**config.mk**
```make
export PLATFORM = sky130hd
export DESIGN_NAME = dps_sequencer
export DESIGN_NICKNAME = d
export VERILOG_FILES = /design/src/dps_clk_detect.v /design/src/dps_sequencer.v
export VERILOG_INCLUDE_DIRS = /design/src
export SDC_FILE = /design/constraint.sdc
export NUM_CORES = 1
export LEC_CHECK = 0
export BUFFER_PORTS_ARGS = -buffer_cell sky130_fd_sc_hd__buf_4
export CAP_MARGIN = 0
export CORE_MARGIN = 2
export CORE_UTILIZATION = 30
export CTS_CLUSTER_SIZE = 40
export DETAILED_ROUTE_END_ITERATION = 8
export PLACE_DENSITY = 0.55
export RECOVER_POWER = 100
export SYNTH_ARGS = -nofsm -noshare
export SYNTH_HDL_FRONTEND = slang
export SYNTH_SLANG_ARGS = --single-unit
```
**constraint.sdc**
```tcl
create_clock -name clk_sys_i -period 2.6 [get_ports clk_sys_i]
set_input_delay 0.52 -clock clk_sys_i [delete_from_list [all_inputs] [get_ports clk_sys_i]]
set_output_delay 0.52 -clock clk_sys_i [all_outputs]
set_load 0.01 [all_outputs]
```
**src/dps_defines.vh**
```
`ifndef DPS_DEFINES_VH
`define DPS_DEFINES_VH
// ----------------------------------------------------------------------------
// Timing constants for the power sequencer, clock at 100 MHz.
// ----------------------------------------------------------------------------
`define DPS_CLK_PERIOD_NS   10
// Longest release delay with the regulator on, in microseconds.
`define DPS_LDO_DLY_US      2000
// Longest release delay with the regulator off, in nanoseconds.
`define DPS_NOLDO_DLY_NS    1000
// Longest times in whole system cycles, sized to the 18-bit counter.
`define DPS_LDO_DLY_CYC     18'h30d40
`define DPS_NOLDO_DLY_CYC   18'h00064
// Frame rises counted before a soft reset change lands on the next rise.
`define DPS_SRST_FRAMES     2'h3
// Width of the release delay counter.
`define DPS_CNT_W           18
// Sequencer state codes.
`define DPS_ST_DOWN         3'h0
`define DPS_ST_WAIT         3'h1
`define DPS_ST_CLKWAIT      3'h2
`define DPS_ST_RESET        3'h3
`define DPS_ST_RUN          3'h4
`endif

```
**src/dps_clk_detect.v**
```verilog
`timescale 1ns/1ns
// ----------------------------------------------------------------------------
// Clock presence detector: a level is present when it toggled recently.
// ----------------------------------------------------------------------------
module dps_clk_detect (
  // System.
  input  wire clk_sys_i,
  input  wire rst_i,
  input  wire clr_i,
  // Sampled clock level.
  input  wire lvl_i,
  // Presence and rising edge.
  output reg  present_o,
  output wire rise_o
);
  // Timeout in system cycles with no edge before the clock counts as lost.
  localparam [7:0] TMO = 8'hff;

  reg       lvl_q;   // Previous sample, for edge detection.
  reg [7:0] cnt_q;   // Cycles since the last edge.

  assign rise_o = lvl_i & ~lvl_q;

  // Any edge restarts the timeout; a stopped clock drops presence.
  always @(posedge clk_sys_i or posedge rst_i) begin
    if (rst_i) begin
      lvl_q     <= 1'b0;
      cnt_q     <= 8'h00;
      present_o <= 1'b0;
    end else if (clr_i) begin
      lvl_q     <= lvl_i;
      cnt_q     <= 8'h00;
      present_o <= 1'b0;
    end else begin
      lvl_q <= lvl_i;
      if (lvl_i != lvl_q) begin
        cnt_q     <= 8'h00;
        present_o <= 1'b1;
      end else if (cnt_q == TMO) begin
        present_o <= 1'b0;
      end else begin
        cnt_q <= cnt_q + 8'h01;
      end
    end
  end
endmodule // dps_clk_detect

```
**src/dps_sequencer.v**
```verilog
// Behaviour
// - Pin low halts, initialises, outputs high-impedance.
// - Rising pin releases; outputs float until clocks.
// - Regulator on: release within 2 ms.
// - Regulator off: release within 1 us.
// - Pin mode needs port and bus select high.
// - Pin mode: power up once three clocks run.
// - Register mode: registers accessible after internal release.
// - Register mode: analogue starts with clocks, common voltage.
// - Register mode: normal only after soft reset set.
// - Soft reset changes take 3 to 4 frames.
// - Register mode power down drives flag low.
// - Soft reset bit defaults to zero.
`timescale 1ns/1ns
`include "dps_defines.vh"
module dps_sequencer #(
  parameter [17:0] LDO_DLY_CYC = `DPS_LDO_DLY_CYC
) (
  // System.
  input  wire clk_sys_i,
  input  wire rst_i,
  // Host pins.
  input  wire power_down_n_pin_i,
  input  wire regulator_enable_pin_i,
  input  wire port_select_pin_i,
  input  wire bus_select_pin_i,
  // Audio clocks, sampled as levels.
  input  wire master_clock_i,
  input  wire serial_bit_clock_i,
  input  wire frame_clock_i,
  input  wire dsd_bit_clock_i,
  input  wire dsd_mode_i,
  // Soft reset bit as written by the host, and write strobe.
  input  wire soft_reset_n_bit_i,
  input  wire soft_reset_wr_i,
  // Internal zero-detect result from the data path.
  input  wire zero_detect_i,
  // Status and control outputs.
  output reg  internal_release_o,
  output reg  regulator_on_o,
  output wire reg_access_o,
  output wire pin_mode_o,
  output reg  analog_on_o,
  output reg  outputs_hiz_o,
  output reg  outputs_common_o,
  output reg  digital_run_o,
  output reg  soft_reset_n_bit_o,
  output reg  zero_detect_flag_o,
  output reg  [2:0] state_o
);
  // --------------------------------------------------------------------------
  // Mode decode and clock presence.
  // --------------------------------------------------------------------------
  // Decode used for mode selection; pin mode only with both selects high.
  function pin_mode_f;
    input ps;
    input bs;
    begin
      pin_mode_f = ps & bs;
    end
  endfunction

  wire       pin_mode = pin_mode_f(port_select_pin_i, bus_select_pin_i);
  wire [3:0] clk_lvl  = {dsd_bit_clock_i, frame_clock_i, serial_bit_clock_i, master_clock_i};
  wire [3:0] clk_ok;     // Presence per clock.
  wire [3:0] clk_rise;   // Rising edge per clock.
  wire       pdn_low  = ~power_down_n_pin_i;

  assign pin_mode_o   = pin_mode;
  assign reg_access_o = internal_release_o & ~pin_mode;

  // Detectors are cleared in power down so they start clean.
  // Only the frame clock rise is used, to count sample periods.
  genvar g;
  generate
    for (g = 0; g < 4; g = g + 1) begin : g_det
      dps_clk_detect u_det (
        .clk_sys_i (clk_sys_i),
        .rst_i     (rst_i),
        .clr_i     (pdn_low),
        .lvl_i     (clk_lvl[g]),
        .present_o (clk_ok[g]),
        .rise_o    (clk_rise[g])
      );
    end
  endgenerate

  // PCM needs master, bit and frame clocks; DSD needs master and DSD clock.
  wire pcm_clks = clk_ok[0] & clk_ok[1] & clk_ok[2];
  wire clks_ok  = pin_mode ? pcm_clks
                : (dsd_mode_i ? (clk_ok[0] & clk_ok[3]) : pcm_clks);

  // --------------------------------------------------------------------------
  // Release delay counter.
  // --------------------------------------------------------------------------
  reg         pin_q;       // Previous pin sample, to see the rising edge.
  reg  [17:0] dly_q;       // Cycles since the pin rose.
  wire [17:0] dly_lim = regulator_enable_pin_i ? LDO_DLY_CYC
                        : `DPS_NOLDO_DLY_CYC;
  reg  [2:0]  st_q;
  reg  [2:0]  st_d;
  reg  [1:0]  frm_q;       // Frame edges counted during soft reset changes.
  reg         srst_req_q;  // Soft reset value waiting to take effect.
  reg         srst_eff_q;  // Soft reset value in force.

  // The delay is timed on the always running system clock, not the audio clocks.
  // The limit is taken every cycle, so the regulator pin must stay put meanwhile.
  always @(posedge clk_sys_i or posedge rst_i) begin
    if (rst_i) begin
      pin_q              <= 1'b0;
      dly_q              <= 18'h00000;
      internal_release_o <= 1'b0;
      regulator_on_o     <= 1'b0;
    end else begin
      pin_q <= power_down_n_pin_i;
      if (pdn_low) begin
        dly_q              <= 18'h00000;
        internal_release_o <= 1'b0;
        regulator_on_o     <= 1'b0;
      end else if (~pin_q) begin
        dly_q          <= 18'h00001;
        regulator_on_o <= regulator_enable_pin_i;
      end else if (~internal_release_o) begin
        // Release one cycle early so the flag rises by the limit.
        if (dly_q >= dly_lim - 18'h00001)
          internal_release_o <= 1'b1;
        else
          dly_q <= dly_q + 18'h00001;
      end
    end
  end

  // --------------------------------------------------------------------------
  // Soft reset bit with frame-counted latency.
  // --------------------------------------------------------------------------
  // A new write restarts the count; the change lands on the fourth frame rise,
  // which falls 3 to 4 sample periods after the write. Landing on the third
  // rise would cut the delay below three periods for most clock phases.
  always @(posedge clk_sys_i or posedge rst_i) begin
    if (rst_i) begin
      soft_reset_n_bit_o <= 1'b0;
      srst_req_q         <= 1'b0;
      srst_eff_q         <= 1'b0;
      frm_q              <= 2'h0;
    end else if (~internal_release_o) begin
      soft_reset_n_bit_o <= 1'b0;
      srst_req_q         <= 1'b0;
      srst_eff_q         <= 1'b0;
      frm_q              <= 2'h0;
    end else if (soft_reset_wr_i && reg_access_o) begin
      soft_reset_n_bit_o <= soft_reset_n_bit_i;
      srst_req_q         <= soft_reset_n_bit_i;
      frm_q              <= 2'h0;
    end else if (srst_req_q != srst_eff_q && clk_rise[2]) begin
      if (frm_q == `DPS_SRST_FRAMES)
        srst_eff_q <= srst_req_q;
      else
        frm_q <= frm_q + 2'h1;
    end
  end

  // --------------------------------------------------------------------------
  // Sequencer state machine.
  // --------------------------------------------------------------------------
  // Next state: wait release, wait clocks, then reset or run.
  always @* begin
    st_d = st_q;
    case (st_q)
      `DPS_ST_DOWN:    st_d = `DPS_ST_WAIT;
      `DPS_ST_WAIT:    if (internal_release_o) st_d = `DPS_ST_CLKWAIT;
      `DPS_ST_CLKWAIT: if (clks_ok) st_d = pin_mode ? `DPS_ST_RUN : `DPS_ST_RESET;
      `DPS_ST_RESET: begin
        if (!clks_ok) st_d = `DPS_ST_CLKWAIT;
        else if (srst_eff_q) st_d = `DPS_ST_RUN;
      end
      `DPS_ST_RUN: begin
        if (!clks_ok) st_d = `DPS_ST_CLKWAIT;
        else if (!pin_mode && !srst_eff_q) st_d = `DPS_ST_RESET;
      end
      default:         st_d = `DPS_ST_DOWN;
    endcase
    if (pdn_low) st_d = `DPS_ST_DOWN;
  end

  // State register; the asynchronous reset parks the machine in power down.
  always @(posedge clk_sys_i or posedge rst_i) begin
    if (rst_i) st_q <= `DPS_ST_DOWN;
    else       st_q <= st_d;
  end

  // --------------------------------------------------------------------------
  // Registered outputs.
  // --------------------------------------------------------------------------
  // Outputs float in every state before the analogue section runs.
  // Each output is decoded from the next state so it moves with the state.
  always @(posedge clk_sys_i or posedge rst_i) begin
    if (rst_i) begin
      analog_on_o        <= 1'b0;
      outputs_hiz_o      <= 1'b1;
      outputs_common_o   <= 1'b0;
      digital_run_o      <= 1'b0;
      zero_detect_flag_o <= 1'b0;
      state_o            <= `DPS_ST_DOWN;
    end else begin
      state_o          <= st_d;
      analog_on_o      <= (st_d == `DPS_ST_RESET) || (st_d == `DPS_ST_RUN);
      outputs_hiz_o    <= (st_d != `DPS_ST_RESET) && (st_d != `DPS_ST_RUN);
      outputs_common_o <= (st_d == `DPS_ST_RESET);
      digital_run_o    <= (st_d == `DPS_ST_RUN);
      // Flag is low in power down, high while held in soft reset.
      if (st_d == `DPS_ST_DOWN || st_d == `DPS_ST_WAIT)
        zero_detect_flag_o <= 1'b0;
      else if (st_d == `DPS_ST_RESET)
        zero_detect_flag_o <= 1'b1;
      else
        zero_detect_flag_o <= zero_detect_i & (st_d == `DPS_ST_RUN);
    end
  end
endmodule // dps_sequencer

```
==> metrics.md, run 1 <==
| Metric | Value |
|---|---|
| Skew final | 0.00836 ns |
| Capturing point of the worst reg2reg path | dly_q[4] |
| Count of input and output buffers | 26 |
| WP depth | 5 |
| Leak Pwr | between 0.0015 and 0.002 uW |
| RSZ-0062 raised after global routing | false |
| Hold Buf Count CTS | 0 |
| R2r worst-path depth | 5 |
| CP Buf/Inv Count | 0 |
| Async SR Flop Fraction | 1.00 |
| Num CTS Buffers | 9 |
| Fin Hold WS | roughly 0.26 ns |
| Pin count of the biggest net entering global routing | 33 |
| Worst Path Required | about 2.8 ns |
| CTS Buffer Depth | 2 |
| Distinct cell type count after synthesis | 48 |
| DP HPWL | 5920 um |
| Worst setup EP type | register |
| Hold Fails Final Rpt | 0 |
| FILL cells | roughly 1,300 |
| Critical path arrival | between 2 and 3 ns |
| #FFs+latches synth | 73 |
| Chip height | 116 um |
| Die area | ~14,000 um2 |
| CP max stage cell | or4_4 |
| Worst setup endpoint | dly_q[4] |
| Initial Utilization | 0.304 |
| Clock sinks | 73 |
| Tot GR Track Use | 0.132 |
| Routed Antenna Nets | 0 |
| Pwr Density | roughly 570 nW/um2 |
| Io pins | 27 |
| Vias per cell | ~5.2 |
| Crit path from | dly_q[13] |
| Slew headroom | 0.0517 |
| Synth Warn # | 0 |
| Die width | 116 um |
| Slew @ Worst Pin | between 1 and 1.5 ns |
| Area delta synth->final | 18.8% |
| Core Rows | 41 |
| Sequential area share after synthesis | 0.482 |
| Max Slew Vio Count | 0 |
| Number of remaining DRC errors | 0 |
| Cells after synthesis | about 400 |
| CTS tree | done |
| Root buf cell | clkbuf_16 |
| Vias in the first global route | ~3,000 |
| Most common cell after layout, fill and taps aside | dfrtp_1 |
| Final worst-path cycle share | 0.970 |
| Clk_lat worst skew | between 0.3 and 0.4 ns |
| Reg2reg start | dly_q[13] |
| Via count | 3,188 |
| HP Class | in -> async |
| Post-Route WL | between 8000 and 9000 um |
| Critical path's largest stage delay | between 0.5 and 0.6 ns |
| Crit-path max FO | 7 |
| Status | finished, final reports clean |
| Initial antenna violation count | 0 |
| Post-synth EDFFs | 0 |
| Final-report setup violation count | 0 |
| First-pass GRT wire length | ~14,000 um |
| Area of the core | 12,500 um2 |
| Synth Area per Inst | 9.61 um2 |
| DR WL/cell | 14.4 um |
| Drt first pass iters | 4 |
| Fraction of layout cells with a size suffix above 1 | 0.0934 |
| R2R Setup Slk | ~0.08 ns |
| # diodes | 0 |
| Setup CP Type | reg -> reg |
| Top delay family on crit path | simple AND/OR/NAND/NOR gates |
| Drt initial violations | 157 |
| Most common flop cell mapped by yosys | dfrtp_1 |
| Util after Layout | 0.362 |
| Max Fclk | 397 MHz |
| Max-cap violations | 0 |
| Most frequent cells in the layout | 72 x dfrtp_1, 42 x nand2_1, 36 x nor2_1, 35 x a21oi_1, 21 x clkbuf_1 |
| Post-Syn Nets | around 430 |
| Final min period | 2.52 ns |
| Nets | between 400 and 500 |
| CTS clk-pin slew, worst paths | about 0.060 ns |
| Maximum vdd ir drop | around 290 uV |
| CP cell instances | or4_4 -> o311a_4 -> a211o_4 -> or4_1 -> a21oi_1 |
| H-tree depth | 3 |
| Remaining global-route overflow | 0 |
| Final GP Congestion | just over 0.8 |
| Synthesized cell area | ~3800 um2 |
| CP Launch Type | register |
[stage by stage]
stage | instances | total power (uW) | area [um2] | worst slack [ns] | TNS [ns]
after global placement | 591 | 1340 | 4240 | 0.0285 | 0
after floorplan | 395 | 1280 | 3790 | 0.137 | 0
after detailed placement | 591 | 1350 | 4240 | -0.0587 | -0.281
final | 611 | 2570 | 4510 | 0.0786 | 0
after global routing | 611 | 2690 | 4510 | 0.00571 | 0
after CTS | 607 | 2620 | 4540 | 0.0648 | 0
[final cells by class]
cell class              count  area [um2]  area share
multi-input cells         305        1920       0.427
repair buffers             38         211      0.0469
inverters                   7        26.3     0.00583
clock inverters             7        77.6      0.0172
flip-flops and latches     73        1830       0.406
clock buffers               9         225      0.0500
well taps                 172         215      0.0478
[kinds of logic (layout without fill, tap and decap cells)]
family	Yosys count	count (layout)	share of synthesized area
muxes	10	10	0.0264
buffers and inverters	19	61	0.0211
xor gates and xnor gates	21	21	0.0485
adders and majority gates	16	16	0.0528
AOI/OAI and AO/OA	87	89	0.142
and+or+nand+nor	169	169	0.227
DFF	73	73	0.482
[registers in the layout (all words and copies together) (netlist names)]
signal / cells
g_det.u_det.cnt_q: 32
dly_q: 18
g_det.u_det.lvl_q: 4
g_det.u_det.present_o: 4
state_o: 3
frm_q: 2
analog_on_o: 1
digital_run_o: 1
internal_release_o: 1
outputs_common_o: 1
outputs_hiz_o: 1
pin_q: 1
regulator_on_o: 1
srst_eff_q: 1
srst_req_q: 1
zero_detect_flag_o: 1
[cell usage after synthesis (4+ instances only)]
cell | number | area [um2]
dfrtp_1 | 72 | 1800
o211ai_1 | 7 | 52.6
or4_1 | 10 | 75.1
and3_1 | 5 | 31.3
nand3_1 | 19 | 95.1
nand2_1 | 42 | 158
ha_1 | 16 | 200
xnor2_1 | 13 | 114
inv_1 | 7 | 26.3
nor3_1 | 9 | 45.0
a31oi_1 | 4 | 25.0
and2_1 | 7 | 43.8
clkbuf_1 | 10 | 37.5
a211oi_1 | 7 | 52.6
nand2b_1 | 5 | 31.3
o21ai_0 | 16 | 80.1
a21oi_1 | 35 | 175
nor2_1 | 36 | 135
nand4_1 | 14 | 87.6
mux2i_1 | 10 | 100
or3_1 | 4 | 25.0
xor2_1 | 8 | 70.1
nor4_1 | 4 | 25.0
[how the worst min path moves through the flow]
stage,slack (ns),depth (start not counted),end
floorplan,0.46,1,g_det[0].u_det.cnt_q[6]
global placement,0.49,1,g_det[0].u_det.cnt_q[6]
finish,0.26,2,dly_q[7]
global route,0.31,1,g_det[0].u_det.lvl_q
CTS,0.17,2,dly_q[7]
detailed placement,0.51,1,g_det[0].u_det.cnt_q[6]
[per-layer routing]
metal | track usage | vias to the layer above | routed length, um
met3 | 0.0431 | 11 | 493
li1 | - | 1532 | -
met4 | 0.0357 | 0 | 119
met1 | 0.170 | 1556 | 4180
met5 | 0 | - | 0
met2 | 0.216 | 89 | 3990
[what timing repair did]
action / CTS / global route
endpoints found under the setup margin: 0 / 6
resized for setup: 0 / 2
setup buffers: 0 / 2
[power by group]
group | leakage [uW] | total (uW) | switching (uW) | internal [uW]
combinational | 0.000814 | 136 | 90.0 | 46.0
clock | 0.000146 | 1260 | 507 | 751
sequential | 0.000990 | 1180 | 21.8 | 1160
total | 0.00195 | 2570 | 619 | 1960
No activity file was read; power rests on OpenSTA's default activity.
==> run 2: changes to the inputs <==
Settings changed: BUFFER_PORTS_ARGS -buffer_cell sky130_fd_sc_hd__buf_4 to -buffer_cell sky130_fd_sc_hd__buf_2.
==> run 2 against run 1 <==
Compared with the run above: largest power group unchanged; sequential power is essentially flat; clock power up 3%; die area is the same; power rose by 1.5%; the flow now finishes with violations (max-capacitance violations, max-slew violations).
==> metrics.md, run 2 (same netlist as run 1, synthesis figures left out) <==
| Metric | Value |
|---|---|
| CTS Buffer Depth | 2 (unchanged) |
| DR WL/cell | 14.3 um (-0.27%) |
| First-pass GRT wire length | 14,500 um (+1.4%) |
| Drt first pass iters | 4 (unchanged) |
| Chip height | 116 um (unchanged) |
| DP HPWL | 5740 um (-3.1%) |
| Leak Pwr | 0.00194 uW (-0.60%) |
| Slew @ Worst Pin | 1.84 ns (+0.420 ns) |
| Core Rows | 41 (unchanged) |
| CP Launch Type | register |
| Hold Fails Final Rpt | 0 (unchanged) |
| Sequential share of power | 0.452 (-0.006) |
| Power Internal | 2040 uW (+4.3%) |
| Worst setup margin | 0.0944 ns (+0.0158 ns) |
| Routed Antenna Nets | 0 (unchanged) |
| Vias per cell | 5.13 (-1.7%) |
| Root buf cell | clkbuf_16 |
| Top flop regs | g_det.u_det.cnt_q (32), dly_q (18) |
| Die area | 13,600 um2 (unchanged) |
| Count of input and output buffers | 26 (unchanged) |
| Fraction of layout cells with a size suffix above 1 | 0.0961 (+0.00272) |
| Max reg flops | 32 (unchanged) |
| Combinational Power Share | 0.050 (-0.003) |
| Num CTS Buffers | 9 (unchanged) |
| Top delay family on crit path | simple AND/OR/NAND/NOR gates |
| Tot GR Track Use | 0.136 (+0.00396) |
| Final-report setup violation count | 0 (unchanged) |
| # diodes | 0 (unchanged) |
| Final min period | 2.51 ns (-0.0158 ns) |
| Max-cap violations | 1 (+1) |
| Setup CP Type | reg -> reg |
| Post-Route WL | 8730 um (-0.59%) |
| Worst setup EP type | register |
| Remaining global-route overflow | 0 (unchanged) |
| Status | complete, but fails checks |
| Hold path startpoint | frame_clock_i |
| Most flops, register | g_det.u_det.cnt_q |
| Seq. cell area | 1830 um2 (unchanged) |
| Maximum vdd ir drop | 245 uV (-14%) |
| Hold Buf Count CTS | 0 (unchanged) |
| Skew final | 0.00732 ns (-0.00103 ns) |
| Final worst-path cycle share | 0.964 (-0.00608) |
| Initial antenna violation count | 0 (unchanged) |
| Worst Path Required | 2.85 ns (about the same) |
| H-tree depth | 3 (unchanged) |
| Nets | 462 (-0.43%) |
| Pre-CTS setup slack | -0.0363 ns (+0.0224 ns) |
| CP cell instances | or4_4 -> o311a_4 -> a211o_4 -> or4_1 -> a21oi_2 |
| CTS tree | done |
| Net switching power | 572 uW (-7.6%) |
| Non-Filler Instances | 609 (-0.33%) |
| Max Slew Vio Count | 74 (+74) |
| Pwr Density | 583 nW/um2 (+2.1%) |
| Failing checks | max-capacitance violations, max-slew violations |
| Most common cell after layout, fill and taps aside | dfrtp_1 |
| Vias in the first global route | 2,977 (+0.27%) |
| Critical path arrival | 2.75 ns (about the same) |
| Reg2reg start | dly_q[15] |
| Critical path's largest stage delay | 0.58 ns (about the same) |
| Via count | 3,124 (-2.0%) |
| CP max stage cell | or4_4 |
| Crit path from | dly_q[15] |
| Sw frac | 0.219 (-0.0215) |
| Die width | 116 um (unchanged) |
| Initial Utilization | 0.304 (unchanged) |
| Slew headroom | -0.229 (-0.280) |
| CTS clk-pin slew, worst paths | 0.06 ns (about the same) |
| CP Buf/Inv Count | 0 (unchanged) |
| Area delta synth->final | 18.1% |
| RSZ-0062 raised after global routing | false |
| Clock power share | 0.498 (+0.009) |
| Io pins | 27 (unchanged) |
| Clock sinks | 73 (unchanged) |
| Pin count of the biggest net entering global routing | 74 (+120%) |
| Clk_lat worst skew | 0.33 ns (about the same) |
| Crit-path max FO | 7 (unchanged) |
| Most frequent cells in the layout | 72 x dfrtp_1, 42 x nand2_1, 36 x nor2_1, 34 x a21oi_1, 20 x clkbuf_1 |
| FILL cells | 1,272 (-0.86%) |
| Max Fclk | 399 MHz (+0.63%) |
| HP Class | in -> reg |
| Area occupied by multi-input gates | 1920 um2 (about the same) |
| Post-Place Cells | 589 (-0.34%) |
| Final GP Congestion | 0.785 (-4.2%) |
| Area of the core | 12,500 um2 (unchanged) |
| Number of remaining DRC errors | 0 (unchanged) |
| Drt initial violations | 211 (+34%) |
| R2R Setup Slk | 0.09 ns (+0.02 ns) |
-- run 2: cell count changes in the layout (fill, tap and decap cells not counted), moves of 2 or more --
cell,delta
buf_4,-6
clkbuf_4,-3
inv_6,-2
buf_2,+10
-- run 2: worst paths after layout --
path,end,depth (start not counted)
max in group asynchronous,g_det[3].u_det.cnt_q[6],3
worst min-delay path,g_det[2].u_det.lvl_q,1
min in group asynchronous,dly_q[16],3
worst max register to register,dly_q[4],5
worst max-delay path,dly_q[4],5
worst min register to register,g_det[0].u_det.cnt_q[6],1
-- run 2: metrics by stage --
stage	cell area, um2	utilization	TNS [ns]	power [uW]	hold WS, ns
2_1_floorplan	3790	-	0	1280	0.464
3_3_place_gp	4160	0.334	0	1330	0.483
3_5_place_dp	4160	0.334	-0.0725	1340	0.500
4_1_cts	4470	0.359	0	2670	0.278
5_1_grt	4480	0.359	0	2740	0.287
6_report	4480	0.359	0	2610	0.313
-- run 2: cell type report --
cell class	instances	area share
Clock buffer	11	0.0519
Clock inverter	5	0.0182
Inverter	7	0.00586
Multi-Input combinational cell	305	0.429
Sequential cell	73	0.408
Tap cell	172	0.0480
Timing Repair Buffer	36	0.0391
-- run 2: layer usage --
metal | GRT usage | share of wire | vias up
met3 | 0.0420 | 0.046 | 9
li1 | - | - | 1528
met2 | 0.216 | 0.45 | 75
met1 | 0.181 | 0.49 | 1512
met5 | 0 | 0 | -
met4 | 0.0381 | 0.012 | 0
-- run 2: what timing repair did --
item | 4_1_cts | 5_1_grt
setup endpoints to repair | 0 | 2
resized for setup | 0 | 2
setup buffers | 0 | 2
-- run 2: power by group through the flow --
stage	registers, uW	clock network (uW)	logic [uW]
after floorplan	1190	0	88.1
after global placement	1200	0	134
after detailed placement	1200	0	137
after CTS	1180	1350	138
after global routing	1180	1410	152
final	1180	1300	130
==> run 3: changes to the inputs <==
Settings changed: GPL_TIMING_DRIVEN set to 0.
==> run 3 against run 2 <==
Compared with the run above: core utilization fell by 0.25 points; critical path depth rose by 1; first-iteration DRC count increased by 3.8%; non-clock buffer count rose by 3; sequential share of layout area rose by 0.29 points; setup slack got worse by 0.020 ns; the flow now finishes without violations; maximum frequency down 0.78%; die area unchanged; clock power fell by 5%.
==> metrics.md, run 3 (same netlist as run 1, synthesis figures left out) <==
| Metric | Value |
|---|---|
| Status | finished, final reports clean |
| Final-report setup violation count | 0 (unchanged) |
| Leak Pwr | 0.00188 uW (-3.1%) |
| Crit-path max FO | 19 (+12) |
| Io pins | 27 (unchanged) |
| CTS Buffer Depth | 2 (unchanged) |
| Slew @ Worst Pin | 1.18 ns (-0.658 ns) |
| Nets | 463 (+0.22%) |
| Post-Route WL | 8460 um (-3.1%) |
| Most common cell after layout, fill and taps aside | dfrtp_1 |
| CP Launch Type | register |
| Worst setup EP type | register |
| Number of remaining DRC errors | 0 (unchanged) |
| Vias in the first global route | 3,043 (+2.2%) |
| Worst Path Required | 2.87 ns (+0.02 ns) |
| Pwr Density | 570 nW/um2 (-2.1%) |
| H-tree depth | 3 (unchanged) |
| CTS clk-pin slew, worst paths | 0.06 ns (about the same) |
| DP HPWL | 6030 um (+5.0%) |
| Setup CP Type | reg -> reg |
| CTS tree | done |
| Count of input and output buffers | 26 (unchanged) |
| Fraction of layout cells with a size suffix above 1 | 0.0868 (-0.00935) |
| Core Rows | 41 (unchanged) |
| Max-cap violations | 0 (-1) |
| Tot GR Track Use | 0.136 (-0.000489) |
| Most frequent cells in the layout | 72 x dfrtp_1, 42 x nand2_1, 36 x nor2_1, 35 x a21oi_1, 29 x clkbuf_1 |
| Remaining global-route overflow | 0 (unchanged) |
| Hold Buf Count CTS | 0 (unchanged) |
| Max reg flops | 32 (unchanged) |
| Hold Fails Final Rpt | 0 (unchanged) |
| Clk_lat worst skew | 0.33 ns (about the same) |
| Final worst-path cycle share | 0.971 (+0.00760) |
| Initial Utilization | 0.304 (unchanged) |
| Pin count of the biggest net entering global routing | 48 (-35%) |
| Final min period | 2.53 ns (+0.0198 ns) |
| Post-route cell area | 4450 um2 (-0.70%) |
| Skew final | 0.00605 ns (-0.00127 ns) |
| Root buf cell | clkbuf_16 |
| Via count | 3,121 (-0.096%) |
| Maximum vdd ir drop | 337 uV (+37%) |
| Vias per cell | 5.12 (-0.26%) |
| DR WL/cell | 13.9 um (-3.3%) |
| Area of placed instances | 4170 um2 (+0.27%) |
| Die width | 116 um (unchanged) |
| Pwr Total | 2540 uW (-2.8%) |
| # diodes | 0 (unchanged) |
| Chip height | 116 um (unchanged) |
| Initial antenna violation count | 0 (unchanged) |
| Die area | 13,600 um2 (unchanged) |
| Slew headroom | 0.206 (+0.435) |
| Routed Antenna Nets | 0 (unchanged) |
| Max Fclk | 396 MHz (-0.78%) |
| Final GP Congestion | 0.812 (+3.5%) |
| HP Class | in -> reg |
| Clock sinks | 73 (unchanged) |
| Area of the core | 12,500 um2 (unchanged) |
| Drt initial violations | 219 (+3.8%) |
| Critical path arrival | 2.80 ns (+0.05 ns) |
| Max Slew Vio Count | 0 (-100%) |
| First-pass GRT wire length | 14,500 um (+0.15%) |
| Num CTS Buffers | 9 (unchanged) |
| Top flop regs | g_det.u_det.cnt_q (32), dly_q (18) |
| Most flops, register | g_det.u_det.cnt_q |
| Area delta synth->final | 17.2% |
| Drt first pass iters | 6 (+2) |
==> run 3: cell types whose count changed in the layout (fill, tap and decap cells not counted), sizes merged <==
cell / delta
buf: -8
inv: -1
clkbuf: +10
clkinv: -1
bufinv: -1
a211o: -2
clkinvlp: +4
==> run 3: metal layers <==
layer  wire length [um]  track usage  vias up
met5                  0            0        -
met2               3900        0.217       70
met4                191       0.0532        0
li1                   -            -     1527
met3                421       0.0337       15
met1               3950        0.177     1509
==> run 3: path summary, 6_finish.rpt <==
check | start | cells after the start | end | slack (ns)
hold / removal | power_down_n_pin_i | 1 | pin_q | 0.33
setup / recovery | dly_q[13] | 6 | dly_q[14] | 0.07
min in group asynchronous | rst_i | 2 | g_det[1].u_det.cnt_q[7] | 0.41
hold reg to reg | g_det[1].u_det.cnt_q[2] | 1 | g_det[1].u_det.cnt_q[2] | 0.52
setup reg to reg | dly_q[13] | 6 | dly_q[14] | 0.07
max in group asynchronous | rst_i | 3 | g_det[2].u_det.lvl_q | 0.51
==> run 3: what timing repair did <==
item | 4_1_cts | 5_1_grt
endpoints found under the setup margin | 1 | 6
resized for setup | 0 | 5
buffers inserted | 0 | 1
==> run 3: power by group <==
group	switching, uW	total (uW)	internal, uW
logic	91.3	132	40.6
clock network	483	1230	744
registers	20.2	1180	1160
==> run 3: through the flow <==
step | instances | setup slack [ns] | setup TNS (ns) | util | hold WS, ns
after floorplan | 395 | 0.137 | 0 | - | 0.464
after global placement | 593 | -0.775 | -59.00 | 0.332 | 0.489
after detailed placement | 594 | -0.350 | -4.27 | 0.335 | 0.507
after CTS | 609 | 0.00299 | 0 | 0.358 | 0.183
after global routing | 610 | -0.00869 | -0.00869 | 0.357 | 0.315
final | 610 | 0.0746 | 0 | 0.357 | 0.326
==> run 3: layout make-up <==
class / count / area [um2]
Multi-Input combinational cell: 303 / 1910
Tap cell: 172 / 215
Clock inverter: 6 / 66.3
Timing Repair Buffer: 28 / 119
Clock buffer: 10 / 229
Inverter: 7 / 31.3
Buffer: 11 / 50.0
Fill cell: 1267 / 8020
Sequential cell: 73 / 1830
==> run 3: worst max-delay path, stage by stage, from the launching register on <==
cell     delay [ns]
dfrtp_1        0.41
or4_4          0.57
o311a_1        0.39
a211o_4        0.33
buf_6          0.18
or4_1          0.50
nand2_1        0.08
